## config.mk

```make
export PLATFORM = sky130hd
export DESIGN_NAME = chb_host_ctrl
export DESIGN_NICKNAME = d
export VERILOG_FILES = /design/src/rtl/chb_pkg.sv /design/src/rtl/chb_sync.sv /design/src/rtl/chb_host_ctrl.sv
export SDC_FILE = /design/constraint.sdc
export NUM_CORES = 1
export LEC_CHECK = 0
export BUFFER_PORTS_ARGS = -buffer_cell sky130_fd_sc_hd__buf_4
export CORE_ASPECT_RATIO = 0.8
export CORE_MARGIN = 5
export CORE_UTILIZATION = 49
export CTS_BUF_LIST = sky130_fd_sc_hd__clkbuf_4 sky130_fd_sc_hd__clkbuf_8
export DETAILED_ROUTE_END_ITERATION = 8
export PLACE_DENSITY = 0.77
export SETUP_SLACK_MARGIN = 0.02
export SKIP_LAST_GASP = 1
export SLEW_MARGIN = 30
export SYNTH_ARGS = -nofsm -noshare
export SYNTH_HDL_FRONTEND = slang
export SYNTH_SLANG_ARGS = --single-unit
```

## constraint.sdc

```tcl
create_clock -name clk -period 1.9 [get_ports clk]
set_input_delay 0 -clock clk [delete_from_list [all_inputs] [get_ports clk]]
set_output_delay 0 -clock clk [all_outputs]
set_load 0.05 [all_outputs]
```

## src/rtl/chb_pkg.sv

```systemverilog
package chb_pkg;

  // ==========================================================
  // Modes, operations and carriers
  typedef enum logic [1:0] {MODE_MEM, MODE_IO, MODE_IDE} chb_mode_t;
  typedef enum logic [1:0] {OP_TF, OP_CTRL, OP_DATA, OP_DMA} chb_op_t;

  typedef struct packed {
    chb_op_t op;
    logic wr;
    logic [2:0] reg_addr;
    logic [15:0] wdata;
    logic [7:0] words;
  } chb_cmd_t;

  typedef struct packed {
    logic [15:0] data;
    logic err;
  } chb_rsp_t;

  typedef struct packed {
    logic [10:0] addr;
    logic taskfile_select_n;
    logic ctrl_block_select_n;
    logic io_read_strobe_n;
    logic io_write_strobe_n;
    logic dma_grant_n;
    logic [15:0] data_out;
    logic [1:0] data_oe;
    logic role_out;
    logic role_oe;
  } chb_pins_t;

  // ==========================================================
  // Timing, in ns with the clock period in ps, and derived cycle counts
  localparam int CLK_PS = 5000;
  localparam int T_SETUP_NS = 70;
  localparam int T_STROBE_NS = 165;
  localparam int T_HOLD_NS = 30;
  localparam logic [7:0] SETUP_CYC =
    8'((T_SETUP_NS * 1000 + CLK_PS - 1) / CLK_PS);
  localparam logic [7:0] STROBE_CYC =
    8'((T_STROBE_NS * 1000 + CLK_PS - 1) / CLK_PS);
  localparam logic [7:0] HOLD_CYC =
    8'((T_HOLD_NS * 1000 + CLK_PS - 1) / CLK_PS);

  // ==========================================================
  // Addresses and reset values
  localparam logic [2:0] DATA_REG_ADDR = 3'h0;
  localparam logic [1:0] LANE_NONE = 2'h0;
  localparam logic [1:0] LANE_LOW = 2'h1;
  localparam logic [1:0] LANE_ALL = 2'h3;
  localparam chb_mode_t MODE_RESET = MODE_MEM;
  localparam chb_pins_t PINS_RESET = '{
    addr: 11'h000, taskfile_select_n: 1'b1, ctrl_block_select_n: 1'b1,
    io_read_strobe_n: 1'b1, io_write_strobe_n: 1'b1, dma_grant_n: 1'b1,
    data_out: 16'h0000, data_oe: 2'h0, role_out: 1'b0, role_oe: 1'b1};

endpackage : chb_pkg

```

## src/rtl/chb_sync.sv

```systemverilog
`timescale 1ns/10ps

// ============================================================
// Two-flop synchroniser for pin inputs
module chb_sync #(
  parameter int W = 1
) (
  input wire logic clk,
  input wire logic rst,
  input wire logic [W-1:0] d,
  output logic [W-1:0] q
);

  logic [W-1:0] meta_reg;
  logic [W-1:0] meta_next;
  logic [W-1:0] q_reg;
  logic [W-1:0] q_next;

  // First stage feeds only the second
  always_comb begin
    meta_next = d;
    q_next = meta_reg;
  end

  always_ff @(posedge clk) begin
    if (rst) begin
      meta_reg <= '0;
      q_reg <= '0;
    end else begin
      meta_reg <= meta_next;
      q_reg <= q_next;
    end
  end

  assign q = q_reg;

endmodule : chb_sync

```

## src/rtl/chb_host_ctrl.sv

```systemverilog
`timescale 1ns/10ps

module chb_host_ctrl #(
  parameter bit DMA_EN = 1'b1
) (
  input wire logic clk,
  input wire logic rst,
  input wire chb_pkg::chb_mode_t bus_mode,
  input wire logic cfg_master,
  input wire logic a25_level,
  input wire logic cmd_valid,
  output logic cmd_ready,
  input wire chb_pkg::chb_cmd_t cmd,
  input wire logic [15:0] dma_wr_data,
  output logic dma_wr_take,
  output logic rsp_valid,
  output chb_pkg::chb_rsp_t rsp,
  output chb_pkg::chb_pins_t pins,
  input wire logic [15:0] data_in,
  input wire logic input_ack_n,
  input wire logic dma_req_out
);

  typedef enum {S_IDLE, S_SETUP, S_STROBE, S_HOLD, S_DMA_WAIT,
    S_DMA_SETUP, S_DMA_STROBE, S_DMA_HOLD} chb_state_t;

  // ==========================================================
  // Pin input synchronisation
  logic [17:0] sync_q;
  logic [15:0] data_s;
  logic ack_n_s;
  logic req_s;

  chb_sync #(.W(18)) u_sync (
    .clk(clk),
    .rst(rst),
    .d({dma_req_out, input_ack_n, data_in}),
    .q(sync_q)
  );
  assign data_s = sync_q[15:0];
  assign ack_n_s = sync_q[16];
  // Undriven request line is masked when DMA is not built in
  assign req_s = sync_q[17] & DMA_EN;

  // ==========================================================
  // Helpers
  function automatic chb_pkg::chb_pins_t idle_pins(
    input chb_pkg::chb_mode_t m, input logic master, input logic a25);
    chb_pkg::chb_pins_t p;
    p = chb_pkg::PINS_RESET;
    if (m == chb_pkg::MODE_IDE) begin
      p.role_out = 1'b0;
      p.role_oe = master;
    end else begin
      p.role_out = a25;
      p.role_oe = 1'b1;
    end
    return p;
  endfunction : idle_pins

  function automatic logic [7:0] dec(input logic [7:0] c);
    return c - 8'h01;
  endfunction : dec

  // ==========================================================
  // State
  chb_state_t st_reg, st_next;
  logic [7:0] cnt_reg, cnt_next;
  logic [7:0] left_reg, left_next;
  chb_pkg::chb_cmd_t cmd_reg, cmd_next;
  chb_pkg::chb_mode_t mode_reg, mode_next;
  chb_pkg::chb_pins_t pins_reg, pins_next;
  chb_pkg::chb_rsp_t rsp_reg, rsp_next;
  logic ready_reg, ready_next;
  logic rsp_v_reg, rsp_v_next;
  logic take_reg, take_next;
  logic ack_reg, ack_next;
  logic role_reg, role_next;
  logic ack_now;

  assign ack_now = ack_reg | ~ack_n_s;

  // Role latched only in the reset cycle, so role_reg never moves later
  always_comb begin
    role_next = rst ? cfg_master : role_reg;
  end

  // Transfer sequencer
  always_comb begin
    st_next = st_reg;
    cnt_next = cnt_reg;
    left_next = left_reg;
    cmd_next = cmd_reg;
    mode_next = mode_reg;
    pins_next = pins_reg;
    rsp_next = rsp_reg;
    ready_next = 1'b0;
    rsp_v_next = 1'b0;
    take_next = 1'b0;
    ack_next = ack_reg;
    case (st_reg)
      S_IDLE: begin
        ready_next = 1'b1;
        mode_next = bus_mode;
        pins_next = idle_pins(bus_mode, role_reg, a25_level);
        if (cmd_valid && ready_reg) begin
          ready_next = 1'b0;
          cmd_next = cmd;
          ack_next = 1'b0;
          left_next = cmd.words;
          rsp_next = '0;
          // No strobes in memory mode; DMA only in IDE mode
          if (bus_mode == chb_pkg::MODE_MEM ||
              (cmd.op == chb_pkg::OP_DMA &&
               (bus_mode != chb_pkg::MODE_IDE || !DMA_EN ||
                cmd.words == 8'h00))) begin
            rsp_next.err = 1'b1;
            rsp_v_next = 1'b1;
          end else if (cmd.op == chb_pkg::OP_DMA) begin
            st_next = S_DMA_WAIT;
          end else begin
            st_next = S_SETUP;
            cnt_next = chb_pkg::SETUP_CYC;
            pins_next.addr = {8'h00, cmd.reg_addr};
            pins_next.taskfile_select_n =
              (cmd.op == chb_pkg::OP_CTRL);
            pins_next.ctrl_block_select_n =
              (cmd.op != chb_pkg::OP_CTRL);
            if (cmd.op == chb_pkg::OP_DATA) begin
              pins_next.addr = {8'h00, chb_pkg::DATA_REG_ADDR};
              pins_next.data_out = cmd.wdata;
              pins_next.data_oe = cmd.wr ? chb_pkg::LANE_ALL
                : chb_pkg::LANE_NONE;
            end else begin
              pins_next.data_out = {8'h00, cmd.wdata[7:0]};
              pins_next.data_oe = cmd.wr ? chb_pkg::LANE_LOW
                : chb_pkg::LANE_NONE;
            end
          end
        end
      end
      S_SETUP, S_DMA_SETUP: begin
        cnt_next = dec(cnt_reg);
        if (cnt_reg == 8'h01) begin
          st_next = (st_reg == S_SETUP) ? S_STROBE : S_DMA_STROBE;
          cnt_next = chb_pkg::STROBE_CYC;
          pins_next.io_write_strobe_n = ~cmd_reg.wr;
          pins_next.io_read_strobe_n = cmd_reg.wr;
        end
      end
      S_STROBE, S_DMA_STROBE: begin
        cnt_next = dec(cnt_reg);
        if (!cmd_reg.wr) begin
          ack_next = ack_now;
        end
        if (cnt_reg == 8'h01) begin
          st_next = (st_reg == S_STROBE) ? S_HOLD : S_DMA_HOLD;
          cnt_next = chb_pkg::HOLD_CYC;
          pins_next.io_write_strobe_n = 1'b1;
          pins_next.io_read_strobe_n = 1'b1;
          // Sample before the strobe rises; the device stops then
          if (!cmd_reg.wr) begin
            rsp_next.data = (cmd_reg.op == chb_pkg::OP_DATA ||
              cmd_reg.op == chb_pkg::OP_DMA) ? data_s
              : {8'h00, data_s[7:0]};
            rsp_next.err = (mode_reg == chb_pkg::MODE_IO) &&
              !ack_now;
          end
        end
      end
      S_HOLD: begin
        cnt_next = dec(cnt_reg);
        if (cnt_reg == 8'h01) begin
          st_next = S_IDLE;
          pins_next = idle_pins(mode_reg, role_reg, a25_level);
          rsp_v_next = 1'b1;
        end
      end
      S_DMA_WAIT: begin
        // Grant only answers a standing request
        if (req_s) begin
          st_next = S_DMA_SETUP;
          cnt_next = chb_pkg::SETUP_CYC;
          pins_next.dma_grant_n = 1'b0;
          pins_next.taskfile_select_n = 1'b1;
          pins_next.ctrl_block_select_n = 1'b1;
          pins_next.data_out = dma_wr_data;
          pins_next.data_oe = cmd_reg.wr ? chb_pkg::LANE_ALL
            : chb_pkg::LANE_NONE;
          take_next = cmd_reg.wr;
        end
      end
      S_DMA_HOLD: begin
        cnt_next = dec(cnt_reg);
        if (cnt_reg == 8'h01) begin
          left_next = dec(left_reg);
          rsp_v_next = !cmd_reg.wr || (left_reg == 8'h01);
          if (left_reg == 8'h01) begin
            st_next = S_IDLE;
            pins_next = idle_pins(mode_reg, role_reg, a25_level);
          end else if (req_s) begin
            st_next = S_DMA_SETUP;
            cnt_next = chb_pkg::SETUP_CYC;
            pins_next.data_out = dma_wr_data;
            take_next = cmd_reg.wr;
          end else begin
            // Device paused; drop grant and wait for re-request
            st_next = S_DMA_WAIT;
            pins_next.dma_grant_n = 1'b1;
            pins_next.data_oe = chb_pkg::LANE_NONE;
          end
        end
      end
      default: st_next = S_IDLE;
    endcase
  end

  always_ff @(posedge clk) begin
    role_reg <= role_next;
    if (rst) begin
      st_reg <= S_IDLE;
      cnt_reg <= 8'h00;
      left_reg <= 8'h00;
      cmd_reg <= '0;
      mode_reg <= chb_pkg::MODE_RESET;
      pins_reg <= chb_pkg::PINS_RESET;
      rsp_reg <= '0;
      ready_reg <= 1'b0;
      rsp_v_reg <= 1'b0;
      take_reg <= 1'b0;
      ack_reg <= 1'b0;
    end else begin
      st_reg <= st_next;
      cnt_reg <= cnt_next;
      left_reg <= left_next;
      cmd_reg <= cmd_next;
      mode_reg <= mode_next;
      pins_reg <= pins_next;
      rsp_reg <= rsp_next;
      ready_reg <= ready_next;
      rsp_v_reg <= rsp_v_next;
      take_reg <= take_next;
      ack_reg <= ack_next;
    end
  end

  assign cmd_ready = ready_reg;
  assign rsp_valid = rsp_v_reg;
  assign rsp = rsp_reg;
  assign dma_wr_take = take_reg;
  assign pins = pins_reg;
endmodule : chb_host_ctrl

```

# [Yosys cells after proc, flatten, opt, wreduce, memory -nomap -nowiden]
# Cells that the tools add are included.
[classes] addsub=2 n_eq_ne=33 muxes=74 bitwise=4 reduce_logical=32
[ops] operator="$mux W32" count=7
[ops] operator="$pmux W32 S6" count=1
[ops] operator="$eq A32 B3 Y1 const B" count=5
[ops] operator="$eq A32 B2 Y1 const B" count=3
[ops] operator="$mux W8" count=11
[ops] operator="$pmux W19 S4" count=1
[ops] operator="$mux W18" count=4
[ops] operator="$mux W36" count=2
[ops] operator="$mux W17" count=3
[ops] operator="$pmux W8 S6" count=1
[ops] operator="$mux W19" count=2
[ops] operator="$pmux W17 S2" count=1
[ops] operator="$pmux W11 S3" count=1
[ops] operator="$eq A32 B1 Y1 const B" count=1
[ops] operator="$logic_not A32 Y1" count=1
[ops] operator="$mux W16" count=2
[ops] operator="$ne A2 B2 Y1 const B" count=10
[ops] operator="$reduce_and A5 Y1" count=4
[ops] operator="$mux W2" count=9
[ops] operator="$eq A8 B1 Y1 const B" count=2
[ops] operator="$pmux W8 S2" count=1
[ops] operator="$sub A8 B1 Y8 const B" count=2
[ops] operator="$mux W15" count=1
[ops] operator="$mux W3" count=5
[ops] operator="30 further kinds" count=65
[word_totals] register_bits=147 in_bits=71 elab_cells=170

# [Longest topological paths before layout]
[depth] depth_word=7 mapped_depth=8 ltp_nobuf=7

# [Modules after synthesis]
# From an unflattened synthesis, not the netlist that was laid out.
[hier_totals] hier_cells=538 area_unflattened_um2=4822.1
[modules_own_cells] mod="chb_host_ctrl" n_inst=1 cells_per_inst=463 area_each_um2=3827.4
[modules_own_cells] mod="chb_sync" n_inst=1 cells_per_inst=75 area_each_um2=994.7

# [Least setup slack after synthesis]
# No wires, ideal clock.
[synth_path] kind="register to register" start="register ready_reg (netlist: cmd_ready)" end="register pins_reg (netlist bit pins[12])" setup_ns=0.078 t_arrival_ns=2.034 slack_ns=-0.212 path_stages_with_launch=7 synth_period_minus_slack_ns=2.112 cell_sequence="dfxtp_1 -> o211ai_1 -> or3_1 -> clkbuf_1 -> nor3b_4 -> a221oi_1 -> nor3_1"
[synth_between] elab_chain_cells=3
[synth_rtl] element="start: declaration" line_no="chb_host_ctrl.sv:74" text="logic ready_reg, ready_next;"
[synth_rtl] element="start signal: assignment" line_no="chb_host_ctrl.sv:240" text="ready_reg <= ready_next;"
[synth_rtl] element="$logic_and A1 B1 Y1" line_no="chb_host_ctrl.sv:106" text="if (cmd_valid && ready_reg) begin"
[synth_rtl] element="$mux W18" line_no="chb_host_ctrl.sv:106"
[synth_rtl] element="$pmux W19 S4" line_no="chb_host_ctrl.sv:101" text="case (st_reg)"
[synth_rtl] element="end signal: assignment" line_no="chb_host_ctrl.sv:226" text="pins_reg <= chb_pkg::PINS_RESET;"
[synth_rtl] element="end signal: assignment" line_no="chb_host_ctrl.sv:238" text="pins_reg <= pins_next;"
[synth_rtl] element="end: declaration" line_no="chb_host_ctrl.sv:72" text="chb_pkg::chb_pins_t pins_reg, pins_next;"
# No other way between the ends.
# A chain may end at the register's enable or synchronous reset.

# [Worst setup path in the final report]
[layout_path] start="register left_reg[1]" end="register pins_reg (netlist bit pins[6])"
[layout_between] elab_chain_cells=4 elab_cells_between_ends=6
[layout_rtl] element="start: declaration" line_no="chb_host_ctrl.sv:69" text="logic [7:0] left_reg, left_next;"
[layout_rtl] element="start signal: assignment" line_no="chb_host_ctrl.sv:235" text="left_reg <= left_next;"
[layout_rtl] element="$eq A8 B1 Y1 *" line_no="chb_host_ctrl.sv:198" text="if (left_reg == 8'h01) begin"
[layout_rtl] element="$mux W19" line_no="chb_host_ctrl.sv:198"
[layout_rtl] element="$mux W36" line_no="chb_host_ctrl.sv:195" text="if (cnt_reg == 8'h01) begin"
[layout_rtl] element="$pmux W19 S4" line_no="chb_host_ctrl.sv:101"
# Every way passes the cells marked *; elsewhere a longest branch is shown, timed or not. The select of a mux whose other input is x is not followed.

==> flow_summary.json <==
{
  "drt-initial-drc-count": 506,
  "fin_nets": 842,
  "largest_register_ffs": 28,
  "timing_max_transition_violations_final": 0,
  "rrSetupSlack_ns": -0.16,
  "xor_and_xnor_fraction_of_the_mapped_netlist_area": 0.01305,
  "grt_antenna_before_repair": 1,
  "ir_worst_vdd_mv": 0.6426,
  "critPathLaunch": "left_reg[1]",
  "via_count_of_the_first_global_routing_pass": 4962,
  "timing.rr.end": "pins[6]",
  "tritoncts": "yes",
  "cp_slowest_stage_delay_ns": 0.41,
  "clkLatencyLatePin_ns": 0.38,
  "htree_depth": 3,
  "maximum_number_of_pins_on_one_net_before_global_route_repair": 80,
  "path_class": "reg -> reg",
  "detailroute.via_count": 5045,
  "syn_to_final_growth_pct": 58.46,
  "ys_ff_latch": 109,
  "route.antenna.remaining_nets": 0,
  "worst_hold_path_type": "in -> reg",
  "cp_num_buf_inv": 2,
  "synth_top_cell_area_share": 0.4602,
  "fmaxAchievable_mhz": 485.2,
  "yosys.area_share.adder": 0.01065,
  "drt-total-wl_um": 16440,
  "io-pin-count": 127,
  "post_synth_most_frequent_cells": "108 x dfxtp_1, 57 x nor2b_1, 41 x nor2_1",
  "worst-path-max-fanout": 9,
  "finalSetupViolations": 25,
  "cts_root_buf": "clkbuf_8",
  "path_delay_family": "simple AND/OR/NAND/NOR gates",
  "worstPathArrival_ns": 2.30,
  "detail_route.drc_violations": 0,
  "crit_path_end_kind": "flip-flop",
  "cts.path.max_buffers": 2,
  "layout-drive-gt1-share": 0.3446,
  "die_height_um": 97.58,
  "timing.setup.tns_ns": -1.575,
  "timing.hold.worst.start": "cmd[1]",
  "rsz0062_at_grt": "true",
  "critPathLaunchType": "flip-flop",
  "maxSlewHeadroom": 0.4249,
  "postSynthAreaPerCell_sq_um": 8.966,
  "hold_slack_ns": 0.06567,
  "failed_checks": "negative setup slack",
  "synth_compound_gate_area_share": 0.1712,
  "path_depth": 8,
  "min_period_ns": 2.061,
  "outcome": "finished with violations",
  "hpwl_um": 9306,
  "setup_skew_ns": 0.008599,
  "final_core_util": 0.7845,
  "route.met3.wl_um": 1373,
  "post-synth-top-area-cell": "dfxtp_1",
  "route.detailed.wl_per_inst_um": 18.43,
  "fp.coreArea_sq_um": 9489,
  "synth_warnings": 0,
  "leakage_nw": 3.108,
  "clkTransAtPathRegs_ns": 0.11,
  "post_synth_and_or_nand_nor_area_fraction": 0.2690,
  "rr_worst_depth": 8,
  "timing.critical_path.slowest_stage_cell": "or3b_4",
  "cap_viol_max_count": 0,
  "groute.usage.overall": 0.2502,
  "synth_top_flop_cell": "dfxtp_1",
  "cts_inserted_buffers": 9,
  "synthesis.instances": 524,
  "post-place-ws_ns": -0.1799,
  "wire_length_of_the_first_global_routing_pass_um": 24050,
  "placement_rows": 32,
  "mappedNetlistArea_sq_um": 4698,
  "vias_per_cell": 5.656,
  "timing_hold_violations_final": 0,
  "floorplan.die_area_sq_um": 11660,
  "synth.area.mux_share": 0.02344,
  "yosysMostFrequentCell": "dfxtp_1",
  "drt-met1-wl_um": 6360,
  "start_util": 0.4951,
  "path_cells": "inv_2 > ha_4 > or3b_4 > o21ai_4 > buf_12 > nand2_8 > a221oi_2 > nor3_1",
  "fin_ws_ns": -0.1608,
  "cp_data_required_time_ns": 2.14,
  "synth_edf_count": 1,
  "power_per_cell_area_nw_per_um2": 1225,
  "clock_sinks": 109,
  "async_flop_share": 0,
  "regToRegStartpoint": "left_reg[1]",
  "worstSetupEndpoint": "pins[6]",
  "met2_length_um": 8169,
  "finalWeightedCongestion": 0.9126,
  "worst_tran_pin_value_ns": 0.8627,
  "synth.lib_cells_used.distinct": 67,
  "drt_pre_antenna_iters": 6,
  "die_width_um": 119.5,
  "main_combinational_cell_family_by_area_after_synthesis": "simple AND/OR/NAND/NOR gates",
  "io_buffer_count": 118,
  "synthTopCellsByArea": "dfxtp_1 46%, nor2b_1 7.6%, a21oi_1 3.9%",
  "ratio_of_final_minimum_period_to_clock_period": 1.085,
  "overflow": 0,
  "sequential_element_share_of_the_synthesized_area": 0.4666,
  "maxUsedRoutingLayer": "met4"
}
[worst min-delay path: stages]
cell and delay (ns):
buf_4 0.09, a211oi_1 0.08, a211oi_1 0.22
[final cells by class]
type | instances | area (sq um)
antenna | 1 | 2.502
clock buffer | 9 | 123.9
clock inverter | 7 | 91.34
fill | 574 | 2044
inverter | 9 | 33.78
multi-input combinational | 378 | 2610
sequential | 109 | 2207
tap | 119 | 148.9
timing repair buffer | 260 | 2227
[layout by cell type (no fill, tap or decap), types with 11 or more instances in the layout]
| master | synthesis | layout |
|---|---|---|
| nor2_1 | 41 | 40 |
| nor3_1 | 29 | 28 |
| o21ai_0 | 17 | 15 |
| a21oi_1 | 37 | 35 |
| nand2b_1 | 11 | 11 |
| and2_1 | 13 | 13 |
| nor2b_1 | 57 | 57 |
| nand3_1 | 16 | 15 |
| dlygate4sd3_1 | 0 | 68 |
| nand2_1 | 27 | 27 |
| dfxtp_1 | 108 | 100 |
| a221oi_2 | 0 | 12 |
| mux2i_1 | 11 | 11 |
| buf_4 | 8 | 183 |
[logic make-up after synthesis]
| group | after synthesis |
|---|---|
| fa+ha+maj | 4 |
| simple gates | 228 |
| flops | 109 |
| mux | 11 |
| other cells | 1 |
| compound gates | 119 |
| buf+inv | 45 |
| xor+xnor | 7 |
[routing by layer]
metal,global-route usage,up-vias
met2,0.4249,290
met5,0,-
met1,0.3074,2381
met3,0.06345,44
li1,-,2330
met4,0.08803,0
[per-stage QoR]
stage	total power (W)	area, sq um	std cells
floorplan	0.005348	4760	531
global route	0.009550	7445	892
global placement	0.006591	6092	791
CTS	0.008452	7112	878
finish	0.009118	7445	892
detailed placement	0.006699	6092	791
[report_power, final]
part | switching, W | internal, W | total (W) | leakage [nW]
logic | 0.00264 | 0.00210 | 0.00474 | 2.10
registers | 0.000254 | 0.00262 | 0.00287 | 0.898
clock network | 0.000863 | 0.000644 | 0.00151 | 0.110
[worst min path at each step]
stage,cells past startpoint,slack [ns],to
3_5_place_dp,1,0.19,role_reg
2_1_floorplan,1,0.09,cmd_ready
5_1_grt,3,0.05,left_reg[1]
3_3_place_gp,1,0.18,role_reg
4_1_cts,3,0.03,left_reg[1]
6_report,3,0.07,left_reg[1]
[timing repair]
item / CTS / global route
endpoints found under the setup margin: 29 / 54
setup buffers: 3 / 10
pin swaps: 7 / 23
endpoints found under the hold margin: 54 / 0
hold buffers: 68 / 0
cloned: 0 / 3
resized for setup: 20 / 31
(Power assumes the default switching activity.)
